### src/hw/hpm_pkg.sv
// Constants, register map and types of the haptic playback mode controller
package hpm_pkg;

  // Register offsets
  localparam logic [7:0] ADDR_ACT_CFG = 8'h00;
  localparam logic [7:0] ADDR_NOM_MAX = 8'h01;
  localparam logic [7:0] ADDR_ABS_MAX = 8'h02;
  localparam logic [7:0] ADDR_CURRENT_LIMIT = 8'h03;
  localparam logic [7:0] ADDR_IMPEDANCE_HIGH = 8'h04;
  localparam logic [7:0] ADDR_IMPEDANCE_LOW = 8'h05;
  localparam logic [7:0] ADDR_PERIOD_HIGH = 8'h06;
  localparam logic [7:0] ADDR_PERIOD_LOW = 8'h07;
  localparam logic [7:0] ADDR_STORE_LOCK = 8'h08;
  localparam logic [7:0] ADDR_STORE_BASE = 8'h09;
  localparam logic [7:0] ADDR_OP_MODE = 8'h0a;
  localparam logic [7:0] ADDR_DIRECT_AMP = 8'h0b;
  localparam logic [7:0] ADDR_ZERO_THR = 8'h0c;
  localparam logic [7:0] ADDR_SEQ_SEL = 8'h0d;
  localparam logic [7:0] ADDR_SEQ_CTRL = 8'h0e;
  localparam logic [7:0] ADDR_STATUS = 8'h0f;
  localparam logic [7:0] ADDR_PIN_CFG0 = 8'h10;
  localparam logic [7:0] ADDR_DUTY = 8'h13;

  // Field positions
  localparam int ACT_TYPE_BIT = 0;
  localparam int TRACK_EN_BIT = 1;
  localparam int ACCEL_EN_BIT = 2;
  localparam int BRAKE_EN_BIT = 3;
  localparam int STANDBY_EN_BIT = 4;
  localparam int START_BIT = 0;
  localparam int CONTINUE_BIT = 1;
  localparam int FINISHED_BIT = 0;
  localparam int PERIOD_SPLIT = 7;
  localparam int SEQ_LOOP_POS = 4;
  localparam int PIN_STYLE_BIT = 2;
  localparam int PIN_SEQ_POS = 3;

  // Reset values
  localparam logic [7:0] ACT_CFG_RST = 8'h00;
  localparam logic [7:0] PIN_CFG_RST = 8'h00;
  localparam logic [7:0] PATTERN_STORE_BASE_VAL = 8'h20;

  // Drive levels
  localparam logic [7:0] FULL_REVERSE_AMP = 8'hff;
  localparam logic [7:0] SIGN_FLIP = 8'h80;
  localparam logic [8:0] DUTY_MID = 9'h080;

  // Timing
  localparam int unsigned CLK_PERIOD_NS = 40;
  localparam int unsigned WAKE_TIME_NS = 750_000;
  localparam int unsigned WAKE_CYCLES = WAKE_TIME_NS / CLK_PERIOD_NS;
  localparam int unsigned BRAKE_TIME_NS = 200_000;
  localparam int unsigned BRAKE_CYCLES = BRAKE_TIME_NS / CLK_PERIOD_NS;
  localparam logic [7:0] PWM_WINDOW_LAST = 8'hff;

  // Trigger edge selection
  localparam logic [1:0] EDGE_RISE = 2'h0;
  localparam logic [1:0] EDGE_FALL = 2'h1;
  localparam logic [1:0] EDGE_BOTH = 2'h2;

  typedef enum logic [2:0] {
    mode_inactive = 3'h0,
    direct_override_mode = 3'h1,
    pwm_mode = 3'h2,
    register_started_playback = 3'h3,
    edge_started_playback = 3'h4
  } hpm_mode_e;

  typedef enum logic [1:0] {
    st_idle = 2'b00,
    st_wake = 2'b01,
    st_drive = 2'b11,
    st_standby = 2'b10
  } hpm_state_e;

  typedef struct packed {
    logic erm_type;
    logic [7:0] nom_max;
    logic [7:0] abs_max;
    logic [4:0] current_limit_code;
    logic [15:0] impedance_factor;
    logic [14:0] resonant_period;
  } hpm_act_s;

  typedef struct packed {
    logic enable;
    logic [7:0] amplitude;
    logic signed_data;
    logic overdrive_ok;
    logic reverse;
    logic phase_flip;
    logic invert;
  } hpm_drive_s;

endpackage

### src/hw/hpm_ctrl.sv
// Haptic playback mode controller: settings, mode sequencing, triggers and drive control
//
// The placing of the registers and strobed register access are this design's own decisions.
module hpm_ctrl #(
  parameter int unsigned WAKE_CYCLES = hpm_pkg::WAKE_CYCLES,
  parameter int unsigned BRAKE_CYCLES = hpm_pkg::BRAKE_CYCLES
) (
  // Clock and reset
  input wire logic sys_clk,
  input wire logic rst,
  // Register port
  input wire logic [7:0] reg_addr,
  input wire logic [7:0] reg_wdata,
  input wire logic reg_wr,
  input wire logic reg_rd,
  output logic [7:0] reg_rdata_q,
  // Trigger and duty pins
  input wire logic shared_trigger_duty_pin,
  input wire logic [1:0] trigger_pins,
  // Waveform player
  input wire logic seq_end,
  input wire logic [7:0] player_amp,
  output logic seq_go_q,
  output logic [3:0] seq_sel_q,
  output logic pattern_store_unlocked_q,
  // Actuator settings and drive
  output hpm_pkg::hpm_act_s act_cfg_q,
  output hpm_pkg::hpm_drive_s drive_q,
  // Open-drain interrupt pin
  output logic interrupt_line_n_out_q,
  output logic interrupt_line_n_oe_q
);

  // Settings registers
  hpm_pkg::hpm_act_s act_cfg_d;
  logic [7:0] ctl_cfg_q, ctl_cfg_d;
  logic lock_d;
  logic [2:0] op_mode_q, op_mode_d;
  logic [7:0] direct_amplitude_q, direct_amplitude_d;
  logic [7:0] zero_drive_threshold_q, zero_drive_threshold_d;
  logic [7:0] seq_cfg_q, seq_cfg_d;
  logic [7:0] pin_cfg_q [3];
  logic [7:0] pin_cfg_d [3];
  logic [7:0] rdata_d;

  // Pin sampling and duty measurement
  logic [2:0] pin_raw;
  logic [2:0] sync1_q, sync2_q, sync3_q;
  logic [2:0] lvl_q, lvl_d;
  logic [2:0] rise, fall;
  logic [7:0] win_q, win_d;
  logic [8:0] high_q, high_d;
  logic [7:0] duty_q, duty_d;

  // Sequencing
  hpm_pkg::hpm_state_e state_q, state_d, rest_state;
  logic [2:0] run_mode_q, run_mode_d;
  logic [19:0] wake_cnt_q, wake_cnt_d;
  logic [19:0] brake_cnt_q, brake_cnt_d;
  logic [3:0] loops_q, loops_d;
  logic [3:0] seq_sel_d;
  logic [2:0] alt_q, alt_d;
  logic start_q, start_d;
  logic finished_q, finished_d;
  logic prev_nz_q, prev_nz_d;
  logic seq_go_d;
  hpm_pkg::hpm_drive_s drive_d;

  logic standby_en, accel_en, track_en, brake_en;
  logic ctrl_wr, start_wr1, start_wr0, cont_wr, mem_mode, abort;
  logic edge_ev;
  logic [3:0] edge_seq;
  logic [7:0] target;
  logic [8:0] duty_off;
  logic [7:0] pwm_mag;
  logic pwm_zero;

  assign standby_en = ctl_cfg_q[hpm_pkg::STANDBY_EN_BIT];
  assign accel_en = ctl_cfg_q[hpm_pkg::ACCEL_EN_BIT];
  assign track_en = ctl_cfg_q[hpm_pkg::TRACK_EN_BIT];
  assign brake_en = ctl_cfg_q[hpm_pkg::BRAKE_EN_BIT];
  assign pin_raw = {trigger_pins, shared_trigger_duty_pin};

  // Register writes and read-back
  always_comb begin
    act_cfg_d = act_cfg_q;
    ctl_cfg_d = ctl_cfg_q;
    lock_d = pattern_store_unlocked_q;
    op_mode_d = op_mode_q;
    direct_amplitude_d = direct_amplitude_q;
    zero_drive_threshold_d = zero_drive_threshold_q;
    seq_cfg_d = seq_cfg_q;
    for (int i = 0; i < 3; i++) begin
      pin_cfg_d[i] = pin_cfg_q[i];
    end
    rdata_d = 8'h00;
    if (reg_wr) begin
      case (reg_addr)
        hpm_pkg::ADDR_ACT_CFG: begin
          ctl_cfg_d = reg_wdata;
          act_cfg_d.erm_type = reg_wdata[hpm_pkg::ACT_TYPE_BIT];
        end
        hpm_pkg::ADDR_NOM_MAX: act_cfg_d.nom_max = reg_wdata;
        hpm_pkg::ADDR_ABS_MAX: act_cfg_d.abs_max = reg_wdata;
        hpm_pkg::ADDR_CURRENT_LIMIT: act_cfg_d.current_limit_code = reg_wdata[4:0];
        hpm_pkg::ADDR_IMPEDANCE_HIGH: act_cfg_d.impedance_factor[15:8] = reg_wdata;
        hpm_pkg::ADDR_IMPEDANCE_LOW: act_cfg_d.impedance_factor[7:0] = reg_wdata;
        hpm_pkg::ADDR_PERIOD_HIGH: begin
          act_cfg_d.resonant_period[14:hpm_pkg::PERIOD_SPLIT] = reg_wdata;
        end
        hpm_pkg::ADDR_PERIOD_LOW: begin
          act_cfg_d.resonant_period[hpm_pkg::PERIOD_SPLIT-1:0] = reg_wdata[6:0];
        end
        hpm_pkg::ADDR_STORE_LOCK: lock_d = reg_wdata[0];
        hpm_pkg::ADDR_OP_MODE: op_mode_d = reg_wdata[2:0];
        hpm_pkg::ADDR_DIRECT_AMP: direct_amplitude_d = reg_wdata;
        hpm_pkg::ADDR_ZERO_THR: zero_drive_threshold_d = reg_wdata;
        hpm_pkg::ADDR_SEQ_SEL: seq_cfg_d = reg_wdata;
        hpm_pkg::ADDR_PIN_CFG0: pin_cfg_d[0] = reg_wdata;
        hpm_pkg::ADDR_PIN_CFG0 + 8'h01: pin_cfg_d[1] = reg_wdata;
        hpm_pkg::ADDR_PIN_CFG0 + 8'h02: pin_cfg_d[2] = reg_wdata;
        default: ;
      endcase
    end
    if (reg_rd) begin
      case (reg_addr)
        hpm_pkg::ADDR_ACT_CFG: rdata_d = ctl_cfg_q;
        hpm_pkg::ADDR_NOM_MAX: rdata_d = act_cfg_q.nom_max;
        hpm_pkg::ADDR_ABS_MAX: rdata_d = act_cfg_q.abs_max;
        hpm_pkg::ADDR_CURRENT_LIMIT: rdata_d = {3'h0, act_cfg_q.current_limit_code};
        hpm_pkg::ADDR_IMPEDANCE_HIGH: rdata_d = act_cfg_q.impedance_factor[15:8];
        hpm_pkg::ADDR_IMPEDANCE_LOW: rdata_d = act_cfg_q.impedance_factor[7:0];
        hpm_pkg::ADDR_PERIOD_HIGH: rdata_d = act_cfg_q.resonant_period[14:7];
        hpm_pkg::ADDR_PERIOD_LOW: rdata_d = {1'b0, act_cfg_q.resonant_period[6:0]};
        hpm_pkg::ADDR_STORE_LOCK: rdata_d = {7'h00, pattern_store_unlocked_q};
        hpm_pkg::ADDR_STORE_BASE: rdata_d = hpm_pkg::PATTERN_STORE_BASE_VAL;
        hpm_pkg::ADDR_OP_MODE: rdata_d = {5'h00, op_mode_q};
        hpm_pkg::ADDR_DIRECT_AMP: rdata_d = direct_amplitude_q;
        hpm_pkg::ADDR_ZERO_THR: rdata_d = zero_drive_threshold_q;
        hpm_pkg::ADDR_SEQ_SEL: rdata_d = seq_cfg_q;
        hpm_pkg::ADDR_SEQ_CTRL: rdata_d = {7'h00, start_q};
        hpm_pkg::ADDR_STATUS: rdata_d = {5'h00, state_q, finished_q};
        hpm_pkg::ADDR_PIN_CFG0: rdata_d = pin_cfg_q[0];
        hpm_pkg::ADDR_PIN_CFG0 + 8'h01: rdata_d = pin_cfg_q[1];
        hpm_pkg::ADDR_PIN_CFG0 + 8'h02: rdata_d = pin_cfg_q[2];
        hpm_pkg::ADDR_DUTY: rdata_d = duty_q;
        default: rdata_d = 8'h00;
      endcase
    end
  end

  always_ff @(posedge sys_clk or posedge rst) begin
    if (rst) begin
      act_cfg_q <= '0;
      ctl_cfg_q <= hpm_pkg::ACT_CFG_RST;
      pattern_store_unlocked_q <= 1'b0;
      op_mode_q <= hpm_pkg::mode_inactive;
      direct_amplitude_q <= 8'h00;
      zero_drive_threshold_q <= 8'h00;
      seq_cfg_q <= 8'h00;
      for (int i = 0; i < 3; i++) begin
        pin_cfg_q[i] <= hpm_pkg::PIN_CFG_RST;
      end
      reg_rdata_q <= 8'h00;
    end else begin
      act_cfg_q <= act_cfg_d;
      ctl_cfg_q <= ctl_cfg_d;
      pattern_store_unlocked_q <= lock_d;
      op_mode_q <= op_mode_d;
      direct_amplitude_q <= direct_amplitude_d;
      zero_drive_threshold_q <= zero_drive_threshold_d;
      seq_cfg_q <= seq_cfg_d;
      for (int i = 0; i < 3; i++) begin
        pin_cfg_q[i] <= pin_cfg_d[i];
      end
      reg_rdata_q <= rdata_d;
    end
  end

  // Pin filtering, edge events and duty measurement
  always_comb begin
    lvl_d = lvl_q;
    rise = 3'h0;
    fall = 3'h0;
    for (int i = 0; i < 3; i++) begin
      if (sync2_q[i] == sync3_q[i] && sync3_q[i] != lvl_q[i]) begin
        lvl_d[i] = sync3_q[i];
        rise[i] = sync3_q[i];
        fall[i] = ~sync3_q[i];
      end
    end
    win_d = win_q + 8'h01;
    high_d = high_q + {8'h00, lvl_q[0]};
    duty_d = duty_q;
    if (win_q == hpm_pkg::PWM_WINDOW_LAST) begin
      duty_d = high_d[8] ? 8'hff : high_d[7:0];
      high_d = 9'h000;
    end
  end

  always_ff @(posedge sys_clk or posedge rst) begin
    if (rst) begin
      sync1_q <= 3'h0;
      sync2_q <= 3'h0;
      sync3_q <= 3'h0;
      lvl_q <= 3'h0;
      win_q <= 8'h00;
      high_q <= 9'h000;
      duty_q <= 8'h00;
    end else begin
      sync1_q <= pin_raw;
      sync2_q <= sync1_q;
      sync3_q <= sync2_q;
      lvl_q <= lvl_d;
      win_q <= win_d;
      high_q <= high_d;
      duty_q <= duty_d;
    end
  end

  // Qualified trigger events and the sequence each one selects
  always_comb begin
    edge_ev = 1'b0;
    edge_seq = 4'h0;
    alt_d = alt_q;
    for (int i = 2; i >= 0; i--) begin
      if ((rise[i] && (pin_cfg_q[i][1:0] == hpm_pkg::EDGE_RISE ||
                       pin_cfg_q[i][1:0] == hpm_pkg::EDGE_BOTH)) ||
          (fall[i] && (pin_cfg_q[i][1:0] == hpm_pkg::EDGE_FALL ||
                       pin_cfg_q[i][1:0] == hpm_pkg::EDGE_BOTH))) begin
        edge_ev = 1'b1;
        edge_seq = pin_cfg_q[i][hpm_pkg::PIN_SEQ_POS +: 4] +
                   {3'h0, alt_q[i] & pin_cfg_q[i][hpm_pkg::PIN_STYLE_BIT]};
        if (op_mode_q == hpm_pkg::edge_started_playback &&
            pin_cfg_q[i][hpm_pkg::PIN_STYLE_BIT]) begin
          alt_d[i] = ~alt_q[i];
        end
      end
    end
  end

  // PWM duty to signed or unsigned amplitude
  always_comb begin
    duty_off = {1'b0, duty_q} - hpm_pkg::DUTY_MID;
    pwm_mag = duty_off[8] ? 8'(~duty_off + 9'h001) : duty_off[7:0];
    if (accel_en) begin
      pwm_zero = pwm_mag <= zero_drive_threshold_q;
    end else begin
      pwm_zero = duty_q <= zero_drive_threshold_q;
    end
  end

  // Mode sequencing, completion and drive control
  always_comb begin
    state_d = state_q;
    run_mode_d = run_mode_q;
    wake_cnt_d = wake_cnt_q;
    brake_cnt_d = brake_cnt_q;
    loops_d = loops_q;
    seq_sel_d = seq_sel_q;
    start_d = start_q;
    finished_d = finished_q;
    seq_go_d = 1'b0;
    ctrl_wr = reg_wr && reg_addr == hpm_pkg::ADDR_SEQ_CTRL;
    start_wr1 = ctrl_wr && reg_wdata[hpm_pkg::START_BIT];
    start_wr0 = ctrl_wr && !reg_wdata[hpm_pkg::START_BIT];
    cont_wr = ctrl_wr && reg_wdata[hpm_pkg::CONTINUE_BIT];
    mem_mode = run_mode_q == hpm_pkg::register_started_playback ||
               run_mode_q == hpm_pkg::edge_started_playback;
    abort = op_mode_q != run_mode_q || (mem_mode && start_wr0);
    rest_state = standby_en ? hpm_pkg::st_standby : hpm_pkg::st_idle;
    if (start_wr1) begin
      start_d = 1'b1;
    end else if (start_wr0) begin
      start_d = 1'b0;
    end
    if (reg_wr && reg_addr == hpm_pkg::ADDR_STATUS && reg_wdata[hpm_pkg::FINISHED_BIT]) begin
      finished_d = 1'b0;
    end
    case (state_q)
      hpm_pkg::st_idle, hpm_pkg::st_standby: begin
        wake_cnt_d = 20'h00000;
        run_mode_d = op_mode_q;
        loops_d = seq_cfg_q[hpm_pkg::SEQ_LOOP_POS +: 4];
        case (op_mode_q)
          hpm_pkg::direct_override_mode, hpm_pkg::pwm_mode: state_d = hpm_pkg::st_wake;
          hpm_pkg::register_started_playback: begin
            if (start_wr1) begin
              state_d = hpm_pkg::st_wake;
              seq_sel_d = seq_cfg_q[3:0];
            end
          end
          hpm_pkg::edge_started_playback: begin
            if (start_wr1) begin
              state_d = hpm_pkg::st_wake;
              seq_sel_d = seq_cfg_q[3:0];
            end else if (edge_ev) begin
              state_d = hpm_pkg::st_wake;
              seq_sel_d = edge_seq;
            end
          end
          default: ;
        endcase
      end
      hpm_pkg::st_wake: begin
        if (abort) begin
          state_d = rest_state;
        end else if (wake_cnt_q == 20'(WAKE_CYCLES - 1)) begin
          state_d = hpm_pkg::st_drive;
          seq_go_d = mem_mode;
        end else begin
          wake_cnt_d = wake_cnt_q + 20'h00001;
        end
      end
      hpm_pkg::st_drive: begin
        if (abort) begin
          state_d = rest_state;
        end else if (mem_mode) begin
          if (edge_ev && run_mode_q == hpm_pkg::edge_started_playback) begin
            state_d = rest_state;
          end else if (cont_wr) begin
            seq_go_d = 1'b1;
            loops_d = seq_cfg_q[hpm_pkg::SEQ_LOOP_POS +: 4];
          end else if (seq_end) begin
            if (loops_q != 4'h0) begin
              loops_d = loops_q - 4'h1;
              seq_go_d = 1'b1;
            end else begin
              finished_d = 1'b1;
              start_d = 1'b0;
              state_d = rest_state;
            end
          end
        end
      end
      default: state_d = hpm_pkg::st_idle;
    endcase

    case (run_mode_q)
      hpm_pkg::direct_override_mode: target = direct_amplitude_q;
      hpm_pkg::pwm_mode: begin
        if (pwm_zero) begin
          target = 8'h00;
        end else begin
          target = accel_en ? (duty_q ^ hpm_pkg::SIGN_FLIP) : duty_q;
        end
      end
      default: target = player_amp;
    endcase
    if (state_q != hpm_pkg::st_drive) begin
      target = 8'h00;
    end
    prev_nz_d = target != 8'h00;
    if (target != 8'h00) begin
      brake_cnt_d = 20'h00000;
    end else if (prev_nz_q && brake_en && track_en) begin
      brake_cnt_d = 20'(BRAKE_CYCLES);
    end else if (brake_cnt_q != 20'h00000) begin
      brake_cnt_d = brake_cnt_q - 20'h00001;
    end
    drive_d.reverse = brake_cnt_d != 20'h00000;
    drive_d.phase_flip = drive_d.reverse && !act_cfg_q.erm_type;
    drive_d.invert = drive_d.reverse && act_cfg_q.erm_type;
    drive_d.enable = target != 8'h00 || drive_d.reverse;
    drive_d.amplitude = drive_d.reverse ? hpm_pkg::FULL_REVERSE_AMP : target;
    drive_d.signed_data = accel_en;
    drive_d.overdrive_ok = accel_en && track_en;
    if (state_d != hpm_pkg::st_drive && state_d != hpm_pkg::st_wake) begin
      seq_go_d = 1'b0;
    end
  end

  always_ff @(posedge sys_clk or posedge rst) begin
    if (rst) begin
      state_q <= hpm_pkg::st_idle;
      run_mode_q <= hpm_pkg::mode_inactive;
      wake_cnt_q <= 20'h00000;
      brake_cnt_q <= 20'h00000;
      loops_q <= 4'h0;
      seq_sel_q <= 4'h0;
      alt_q <= 3'h0;
      start_q <= 1'b0;
      finished_q <= 1'b0;
      prev_nz_q <= 1'b0;
      seq_go_q <= 1'b0;
      drive_q <= '0;
      interrupt_line_n_out_q <= 1'b0;
      interrupt_line_n_oe_q <= 1'b0;
    end else begin
      state_q <= state_d;
      run_mode_q <= run_mode_d;
      wake_cnt_q <= wake_cnt_d;
      brake_cnt_q <= brake_cnt_d;
      loops_q <= loops_d;
      seq_sel_q <= seq_sel_d;
      alt_q <= alt_d;
      start_q <= start_d;
      finished_q <= finished_d;
      prev_nz_q <= prev_nz_d;
      seq_go_q <= seq_go_d;
      drive_q <= drive_d;
      interrupt_line_n_out_q <= 1'b0;
      interrupt_line_n_oe_q <= finished_d;
    end
  end

endmodule

### config.mk
export PLATFORM = sky130hd
export DESIGN_NAME = hpm_ctrl
export DESIGN_NICKNAME = d
export VERILOG_FILES = /design/src/hw/hpm_pkg.sv /design/src/hw/hpm_ctrl.sv
export SDC_FILE = /design/constraint.sdc
export NUM_CORES = 1
export LEC_CHECK = 0
export CAP_MARGIN = 25
export CORE_ASPECT_RATIO = 1.1
export CORE_MARGIN = 2
export CORE_UTILIZATION = 40
export CTS_BUF_LIST = sky130_fd_sc_hd__clkbuf_4
export DETAILED_ROUTE_END_ITERATION = 8
export DONT_BUFFER_PORTS = 1
export PLACE_DENSITY_LB_ADDON = 0.08
export REMOVE_ABC_BUFFERS = 1
export SYNTH_ARGS = -nofsm -noshare
export SYNTH_HDL_FRONTEND = slang
export SYNTH_SLANG_ARGS = --single-unit
### constraint.sdc
create_clock -name sys_clk -period 6.4 [get_ports sys_clk]
set_clock_uncertainty 0.05 [all_clocks]
set_input_delay 0.32 -clock sys_clk [delete_from_list [all_inputs] [get_ports sys_clk]]
set_output_delay 0.32 -clock sys_clk [all_outputs]
set_load 0.02 [all_outputs]
## Word-level counts from Yosys, hierarchy flattened

Cells that the tools add are included.

| cells by class | value |
|---|---|
| multiply operators | 0 |
| divide/modulo/power cells | 0 |
| equal/unequal tests | 57 |
| add/subtract/negate cells | 10 |
| muxes and demuxes | 81 |
| bitwise gates (word level) | 11 |
| reduce and logical (&&, ||, !) cells | 76 |
| shift-type cells | 0 |
| order comparisons | 2 |

Operators by type and width:

| kind | count |
|---|---|
| $pmux 8 s20 | 1 |
| $mux 20 | 5 |
| $eq 8x4->1 const B | 8 |
| $mux 8 | 7 |
| $mux 4 | 12 |
| $pmux 20 s2 | 1 |
| $reduce_bool 20->1 | 2 |
| $reduce_and 2->1 | 19 |
| $mux 1 | 36 |
| $eq 8x3->1 const B | 4 |
| $eq 8x5->1 const B | 4 |
| $logic_and 1x1->1 | 26 |
| $mux 2 | 12 |
| $add 20x1->20 const B | 1 |
| $eq 20x15->1 const B | 1 |
| $sub 20x1->20 const B | 1 |
| $add 8x1->8 const B | 2 |
| $eq 8x2->1 const B | 2 |
| $le 8x8->1 | 2 |
| $ne 2x2->1 const B | 8 |
| $pmux 4 s2 | 2 |
| $pmux 8 s2 | 1 |
| $add 4x1->4 | 3 |
| $eq 3x2->1 const B | 4 |
| 31 further kinds | 73 |

| storage, ports and cells | value |
|---|---|
| register bits | 232 |
| RAM bits | 0 |
| bits in read-only memories | 0 |
| input port bits | 32 |
| logic and storage cells | 284 |
| memories kept | 0 |
| bits in latches | 0 |

## Longest topological paths before layout

Gate-level depths: netlist of run 1.

| depth | value |
|---|---|
| depth in word-level cells | 16 |
| mapped depth | 13 |

## Worst setup path before layout of run 1

OpenSTA, ideal clock, no wires.

| timing | value |
|---|---|
| kind | register to register |
| from | register brake_cnt_q[11] |
| to | register drive_q[10] in the netlist's numbering |
| stages on the path, launching flop included | 11 |
| path buffers | 3 |
| arrival time | 2.731 ns |
| required time | 6.214 ns |
| path slack | 3.484 ns |
| path through | dfrtp_1 or4_1 buf_2 or4_1 clkbuf_2 or3_1 a211oi_1 nand4_1 nor2_2 buf_6 o22ai_1 |

RTL lines:

| element | RTL line | source |
|---|---|---|
| start, declared | hpm_ctrl.sv:59 | `logic [19:0] brake_cnt_q, brake_cnt_d;` |
| start signal, assigned | hpm_ctrl.sv:393 | `brake_cnt_q <= brake_cnt_d;` |
| end signal, assigned | hpm_ctrl.sv:401 | `drive_q <= drive_d;` |
| end, declared | hpm_ctrl.sv:28 | `output hpm_pkg::hpm_drive_s drive_q,` |

## Worst setup path in the final report of run 1

| timing | value |
|---|---|
| from | register duty_q[0] |
| to | register brake_cnt_q[1] |

| between the ends | value |
|---|---|
| word-level cells in the longest chain between the ends | 11 |
| elaborated cells between the ends (all ways) | 13 |

Ends and longest elaborated chain:

| element | RTL line | source |
|---|---|---|
| start, declared | hpm_ctrl.sv:53 | `logic [7:0] duty_q, duty_d;` |
| start signal, assigned | hpm_ctrl.sv:217 | `duty_q <= duty_d;` |
| $sub 8x8->9 | hpm_ctrl.sv:244 | `duty_off = {1'b0, duty_q} - hpm_pkg::DUTY_MID;` |
| $not 8->8 | hpm_ctrl.sv:245 | `pwm_mag = duty_off[8] ? 8'(~duty_off + 9'h001) : duty_off[7:0];` |
| $add 8x1->8 | hpm_ctrl.sv:245 |  |
| $mux 8 | hpm_ctrl.sv:245 |  |
| $le 8x8->1 | hpm_ctrl.sv:247 | `pwm_zero = pwm_mag <= zero_drive_threshold_q;` |
| $mux 1 | hpm_ctrl.sv:246 | `if (accel_en) begin` |
| $mux 8 (*) | hpm_ctrl.sv:342 | `if (pwm_zero) begin` |
| $pmux 8 s2 (*) | hpm_ctrl.sv:339 | `case (run_mode_q)` |
| $mux 8 (*) | hpm_ctrl.sv:350 | `if (state_q != hpm_pkg::st_drive) begin` |
| $reduce_bool 8->1 (*) | hpm_ctrl.sv:354 | `if (target != 8'h00) begin` |
| $mux 20 (*) | hpm_ctrl.sv:354 |  |
| net brake_cnt_d[1] | hpm_ctrl.sv:59 |  |

Mark *: on every way through the listed nets, which the timed path passes. The rest lies on a longest branch.
A chain may end at the register's enable or synchronous reset.

==> results of run 1 <==
[area by class of cell]
cell class	instances	area [um2]	share of cell area (%)
flip-flops and latches	231	5781	43.89
multi-input cells	774	5672	43.06
clock buffers	103	773.2	5.871
well taps	374	467.9	3.553
repair buffers	25	240.2	1.824
inverters	31	123.9	0.9404
clock inverters	13	108.9	0.8264
diodes	2	5.005	0.03800
[registers in the layout, indices dropped and copies added, names as in the netlist, 2 cells and up]
| register | cells |
|---|---|
| act_cfg_q | 52 |
| seq_sel_q | 4 |
| wake_cnt_q | 20 |
| run_mode_q | 3 |
| zero_drive_threshold_q | 8 |
| duty_q | 8 |
| loops_q | 4 |
| high_q | 9 |
| drive_q | 14 |
| seq_cfg_q | 8 |
| direct_amplitude_q | 8 |
| ctl_cfg_q | 8 |
| alt_q | 3 |
| sync1_q | 3 |
| op_mode_q | 3 |
| pin_cfg_q | 24 |
| sync3_q | 3 |
| brake_cnt_q | 20 |
| reg_rdata_q | 8 |
| sync2_q | 3 |
| lvl_q | 3 |
| win_q | 8 |
| state_q | 2 |
[critical path: stages, from the launching register on]
cell,delay [ps]
dfrtp_1,530
inv_1,120
ha_1,300
mux2_2,270
ha_1,280
nor2b_1,130
o211ai_1,170
a211oi_1,100
o41a_2,560
o21ai_0,130
a21oi_2,80
buf_4,260
a2111oi_0,380
[report_power, final]
part           total [mW]  internal (mW)  switching, mW
clock                1.46          0.810          0.651
combinational       0.680          0.280          0.400
sequential           1.82           1.60          0.222
total                3.96           2.69           1.27
[logic make-up (layout without fill, tap and decap cells)]
family          Yosys count  count (layout)
mux                     120             120
other cells               1               3
xor+xnor                 61              61
fa+ha+maj                38              38
compound gates          211             211
buf+inv                  82             172
simple gates            343             343
flops                   231             231
[worst max-delay path by stage]
stage                    from              to  slack [ps]  depth (start not counted)
floorplan                 rst    act_cfg_q[0]        -300                          1
global placement    duty_q[0]  brake_cnt_q[1]        2910                         12
detailed placement  duty_q[0]  brake_cnt_q[1]        2900                         12
CTS                 duty_q[0]  brake_cnt_q[1]        2840                         12
global route        duty_q[0]  brake_cnt_q[1]        2540                         12
finish              duty_q[0]  brake_cnt_q[1]        2870                         12
[synth_stat cells (8+ instances only)]
cell type	count
o22ai_1	11
inv_1	31
a21oi_1	31
nor2_1	84
a22oi_1	26
nand3_1	38
or4_1	9
mux4_2	8
ha_1	36
xor2_1	37
and3_1	10
nand2_1	73
nor3_1	34
nor4_1	10
mux2_2	107
a211oi_1	9
nor2b_1	10
a21boi_0	9
o21ai_0	38
or3_1	8
a22o_1	13
nand4_1	16
dfrtp_1	231
xnor2_1	24
a222oi_1	11
clkbuf_1	36
a221oi_1	8
a31oi_1	15
and2_1	8
and4_1	8
[what timing repair did]
action / CTS / global route
endpoints found under the hold margin: 230 / 0
hold buffers: 18 / 0
endpoints found under the setup margin: 0 / 0
[layer usage]
| metal | up-vias | GRT usage [%] |
|---|---|---|
| met4 | 0 | 9.009 |
| met2 | 276 | 41.12 |
| met3 | 77 | 7.022 |
| met5 | - | 0 |
| li1 | 4159 | - |
| met1 | 4582 | 30.63 |
[cells in the final DEF (no fill, tap or decap), types with 10 or more instances in the layout]
cell type        n
dfrtp_1        231
mux2_2         107
clkbuf_4       103
nor2_1          84
nand2_1         73
nand3_1         38
o21ai_0         38
xor2_1          37
ha_1            36
nor3_1          34
inv_1           30
a21oi_1         30
a22oi_1         26
xnor2_1         24
dlygate4sd3_1   18
nand4_1         16
a31oi_1         15
a22o_1          13
o22ai_1         11
a222oi_1        11
nor2b_1         10
and3_1          10
nor4_1          10
[through the flow]
stage | instance area [um2] | utilization, % | TNS [ps] | power (mW) | hold slack (ps)
after floorplan | 11560 | - | -69980 | 2.293 | 281.2
after global placement | 12070 | 41.19 | 0 | 2.495 | 285.4
after detailed placement | 12090 | 41.24 | 0 | 2.500 | 288.9
after CTS | 13150 | 44.86 | 0 | 4.017 | 0.8451
after global routing | 13170 | 44.92 | 0 | 4.207 | 31.64
final | 13170 | 44.93 | 0 | 3.964 | 28.24
==> results_dict.tcl, run 1 <==
set metrics [dict create \
    period_needed_ps 3529 \
    overflow 0 \
    clk_transition_reported_paths_ps 60 \
    p_leak_nw 5.821 \
    setup_viol 0 \
    htreeDepth 3 \
    hp-class "input port to flip-flop" \
    cp.arrival_ps 4010 \
    wl_met3_um 2469 \
    ant_nets 0 \
    top_layer "met4" \
    area_growth_pct 11.47 \
    cp_max_fo 33 \
    yosys.area_share.simple_pct 14.86 \
    relSlewSlack_pct 34.76 \
    synth_fa_ha_area_share_pct 3.981 \
    synth_area_leader_cell "dfrtp_1" \
    required_ps 6880 \
    worst_slack_ps 2871 \
    core_area_mm2 0.02932 \
    cts_tree "built" \
    grt_util_all_layers_pct 24.68 \
    ir_worst_vdd_mv 0.1298 \
    clock.fmax_ghz 0.2834 \
    drive_gt1_share_pct 20.73 \
    grt_pass1_wl_um 57660 \
    powerDensity_mw_per_mm2 301.0 \
    num_vias 9094 \
    cts.sinks 231 \
    place_ws_ps 2900 \
    wl_per_cell_um 24.28 \
    reg2regPathDepth 12 \
    rrSetupSlack_ps 2870 \
    yosys.area.top_type_share_pct 48.92 \
    hold_viol 0 \
    synth_top_family_by_area "simple AND/OR/NAND/NOR gates" \
    rr_startpoint "duty_q[0]" \
    fin_crit_sh_pct 55.14 \
    status "complete, no violations" \
    synth-xor-area-share_pct 4.521 \
    final_nets 1199 \
    route.detailed.drc 0 \
    grt_max_degree 126 \
    antenna_found_initial 2 \
    grt_pass1_vias 9198 \
    first_iter_violations 663 \
    fillers 2804 \
    clock_path_buffers 3 \
    drt_first_pass_iters 5 \
    numPortBuffers 0 \
    crit_type "flip-flop to flip-flop" \
    synth_compound_gate_area_share_pct 12.43 \
    wl_um 37710 \
    worst_pin_slew_ps 978.7 \
    cap_violations 0 \
    gp_congestion 0.8949 \
    hold_depth 3 \
    postCtsResizedCells 0 \
    synth_cells 1087 \
    initial_utilization_pct 40.31 \
    ys.flop_type "dfrtp_1" \
    worst_hold_path.endpoint "drive_q[5]" \
    async_reset_ff_share_pct 100.0 \
    ys_warn_count 0 \
    dp.cells 1416 \
    synthTopCellsByArea "dfrtp_1 (49%), mux2_2 (10%), ha_1 (3.8%), xor2_1 (2.7%), nor2_1 (2.7%)" \
    synth_edf_count 0 \
    cts_setup_buffers 0 \
    avgViaCountPerCell 5.856 \
    syn-cell-area_mm2 0.01182 \
    cts_made_buffers 68 \
    rr_endpoint "brake_cnt_q[1]" \
    endpoint_kind "flip-flop" \
    min_from "player_amp[0]" \
    die_w_um 167.9 \
    die_area_mm2 0.03093 \
    ios 115 \
    clkLatencyLatePin_ps 680 \
    root_buffer "clkbuf_4" \
    hpwl_um 26050 \
    fp.dieH_um 184.3 \
    met1_length_um 15940 \
    ys_ff_latch 231 \
    avgSynthCellArea_um2 10.87 \
    synth-seq-area-share_pct 48.92 \
    dr_wl_met2_um 18220 \
    slew_violations 0 \
    rows 66 \
    synthMuxAreaShare_pct 12.15 \
    layoutNonFillerInstCount 1553 \
    startpoint_type "flip-flop" \
    ys_types 72 \
    rsz0062_at_grt "false" \
]
(Power assumes the default switching activity.)
==> inputs of run 2 (changes only) <==
==> constraint.sdc (replaced) <==
create_clock -name sys_clk -period 3 [get_ports sys_clk]
set_clock_uncertainty 0.05 [all_clocks]
set_input_delay 0.15 -clock sys_clk [delete_from_list [all_inputs] [get_ports sys_clk]]
set_output_delay 0.15 -clock sys_clk [all_outputs]
set_load 0.02 [all_outputs]
==> run 2 against run 1 <==
Sequential cell count is the same. First-iteration DRC count grew 34%. Largest power group unchanged. Critical endpoint is now drive_q[6]. Critical path type unchanged. Maximum frequency grew 22%.
==> results_dict.tcl, run 2 (synthesis results as in run 1) <==
set metrics [dict create \
    drt_first_pass_iters 5 \
    grt_pass1_wl_um 57740 \
    rows 66 \
    largest_reg_flops 52 \
    startpoint_type "flip-flop" \
    max_stage_delay_ps 580 \
    overflow 0 \
    grtUsageMet1_pct 30.45 \
    crit_type "flip-flop to flip-flop" \
    avgViaCountPerCell 5.794 \
    dpl-instance-area_mm2 0.01265 \
    slew_violations 0 \
    final_nets 1283 \
    die_w_um 167.9 \
    grt_util_met2_pct 41.47 \
    fillers 2770 \
    numPortBuffers 0 \
    path_cells "or4_1, or4_1, or3_1, a211oi_2, nand4_1, nor2_2, buf_12, o22ai_1" \
    p_leak_nw 6.237 \
    layout_commonest_cell "dfrtp_1" \
    use_met3_pct 5.862 \
    htreeDepth 3 \
    grt_pass1_vias 9485 \
    wl_um 37460 \
    cp_max_fo 11 \
    wl_per_cell_um 22.96 \
    grt_busiest_layer "met2" \
    cp.arrival_ps 3340 \
    powerDensity_mw_per_mm2 612.4 \
    cap_violations 0 \
    required_ps 3440 \
    fin_area_mm2 0.01389 \
    hold_viol 0 \
    status "complete, no violations" \
    hp-class "input port to flip-flop" \
    gp_congestion 0.8968 \
    worst_pin_slew_ps 1024 \
    first_iter_violations 886 \
    clock.fmax_ghz 0.3445 \
    clk_transition_reported_paths_ps 60 \
    clock_path_buffers 3 \
    antenna_found_initial 3 \
    fin_crit_sh_pct 96.76 \
    clkLatencyLatePin_ps 660 \
    endpoint_kind "flip-flop" \
    area_growth_pct 17.56 \
    holdWs_ps 61.43 \
    drive_gt1_share_pct 24.90 \
    top_register "act_cfg_q" \
    die_area_mm2 0.03093 \
    layoutNonFillerInstCount 1632 \
    cts_made_buffers 66 \
    num_vias 9456 \
    layout_common_cells "dfrtp_1 (231), mux2_2 (107), clkbuf_4 (97), nor2_1 (84), nand2_1 (73)" \
    dp.cells 1483 \
    relSlewSlack_pct 31.19 \
    finalPower_mw 8.507 \
    ant_nets 0 \
    fp.dieH_um 184.3 \
    cts.sinks 231 \
    setup_viol 0 \
    grt_util_all_layers_pct 24.57 \
    cts_tree "built" \
    ios 115 \
    crit_slowest_cell "or4_1" \
    initial_utilization_pct 40.31 \
    period_needed_ps 2903 \
    utilization_pct 47.38 \
    hpwl_um 26850 \
    ir_worst_vdd_mv 0.2928 \
    root_buffer "clkbuf_4" \
    rsz0062_at_grt "true" \
    reg_top3 "act_cfg_q: 52 flops, pin_cfg_q: 24 flops" \
    grt_max_degree 108 \
    route.detailed.drc 0 \
    core_area_mm2 0.02932 \
    cp_common_cell "or4_1" \
]
[run 2: cell count changes in the layout (fill, tap and decap cells not counted), moves of 5 or more]
cell and delta:
buf_12 +5, buf_4 +64, clkbuf_4 -6, dlygate4sd3_1 +18
[run 2: worst paths after layout]
kind / startpoint / endpoint / slack [ps] / depth (start not counted)
max: brake_cnt_q[14] / drive_q[6] / 100 / 8
min: reg_wr / pin_cfg_q[17] / 60 / 3
max reg2reg: brake_cnt_q[14] / drive_q[6] / 100 / 8
min reg2reg: sync1_q[2] / sync2_q[2] / 300 / 0
max in group asynchronous: rst / win_q[2] / 2010 / 3
min in group asynchronous: rst / op_mode_q[1] / 120 / 2
[run 2: per-stage QoR]
step,setup slack (ps),TNS [ps]
after global routing,-5.317,-5.317
final,97.33,0
after floorplan,-3533,-833390
after CTS,6.524,0
after global placement,39.16,0
after detailed placement,-21.26,-32.21
[run 2: cell type report]
cell class / instances / area [um2] / area share [%]
Sequential cell: 231 / 5781 / 41.61
Multi-Input combinational cell: 774 / 5725 / 41.22
Timing Repair Buffer: 111 / 985.9 / 7.098
Clock buffer: 97 / 728.2 / 5.242
Tap cell: 374 / 467.9 / 3.369
Inverter: 31 / 123.9 / 0.8917
Clock inverter: 13 / 76.32 / 0.5495
Antenna cell: 1 / 2.502 / 0.01801
[run 2: worst max-delay path: cells and delay by family (launching register included)]
kind / cells / cell delay, ps
and+or+nand+nor: 5 / 1820
buffers and inverters: 1 / 150
AOI/OAI and AO/OA: 2 / 300
DFF: 1 / 410
[run 2: routing by layer]
| layer | share of wire (%) | vias to the layer above | wire [um] |
|---|---|---|---|
| met5 | 0.051 | - | 19 |
| met4 | 3.3 | 4 | 1241 |
| met3 | 6.3 | 96 | 2365 |
| met2 | 49 | 315 | 18220 |
| met1 | 42 | 4697 | 15610 |
| li1 | - | 4344 | - |
[run 2: timing repair]
action | CTS | global route
hold buffers | 36 | 0
pin swaps | 1 | 6
setup buffers | 1 | 1
cloned | 0 | 0
resized for setup | 0 | 14
endpoints found under the setup margin | 4 | 30
endpoints found under the hold margin | 366 | 0
[run 2: report_power, final]
group	internal (mW)	switching [mW]
Combinational	0.791	1.01
Sequential	3.41	0.409
Clock	1.55	1.33
Total	5.76	2.75
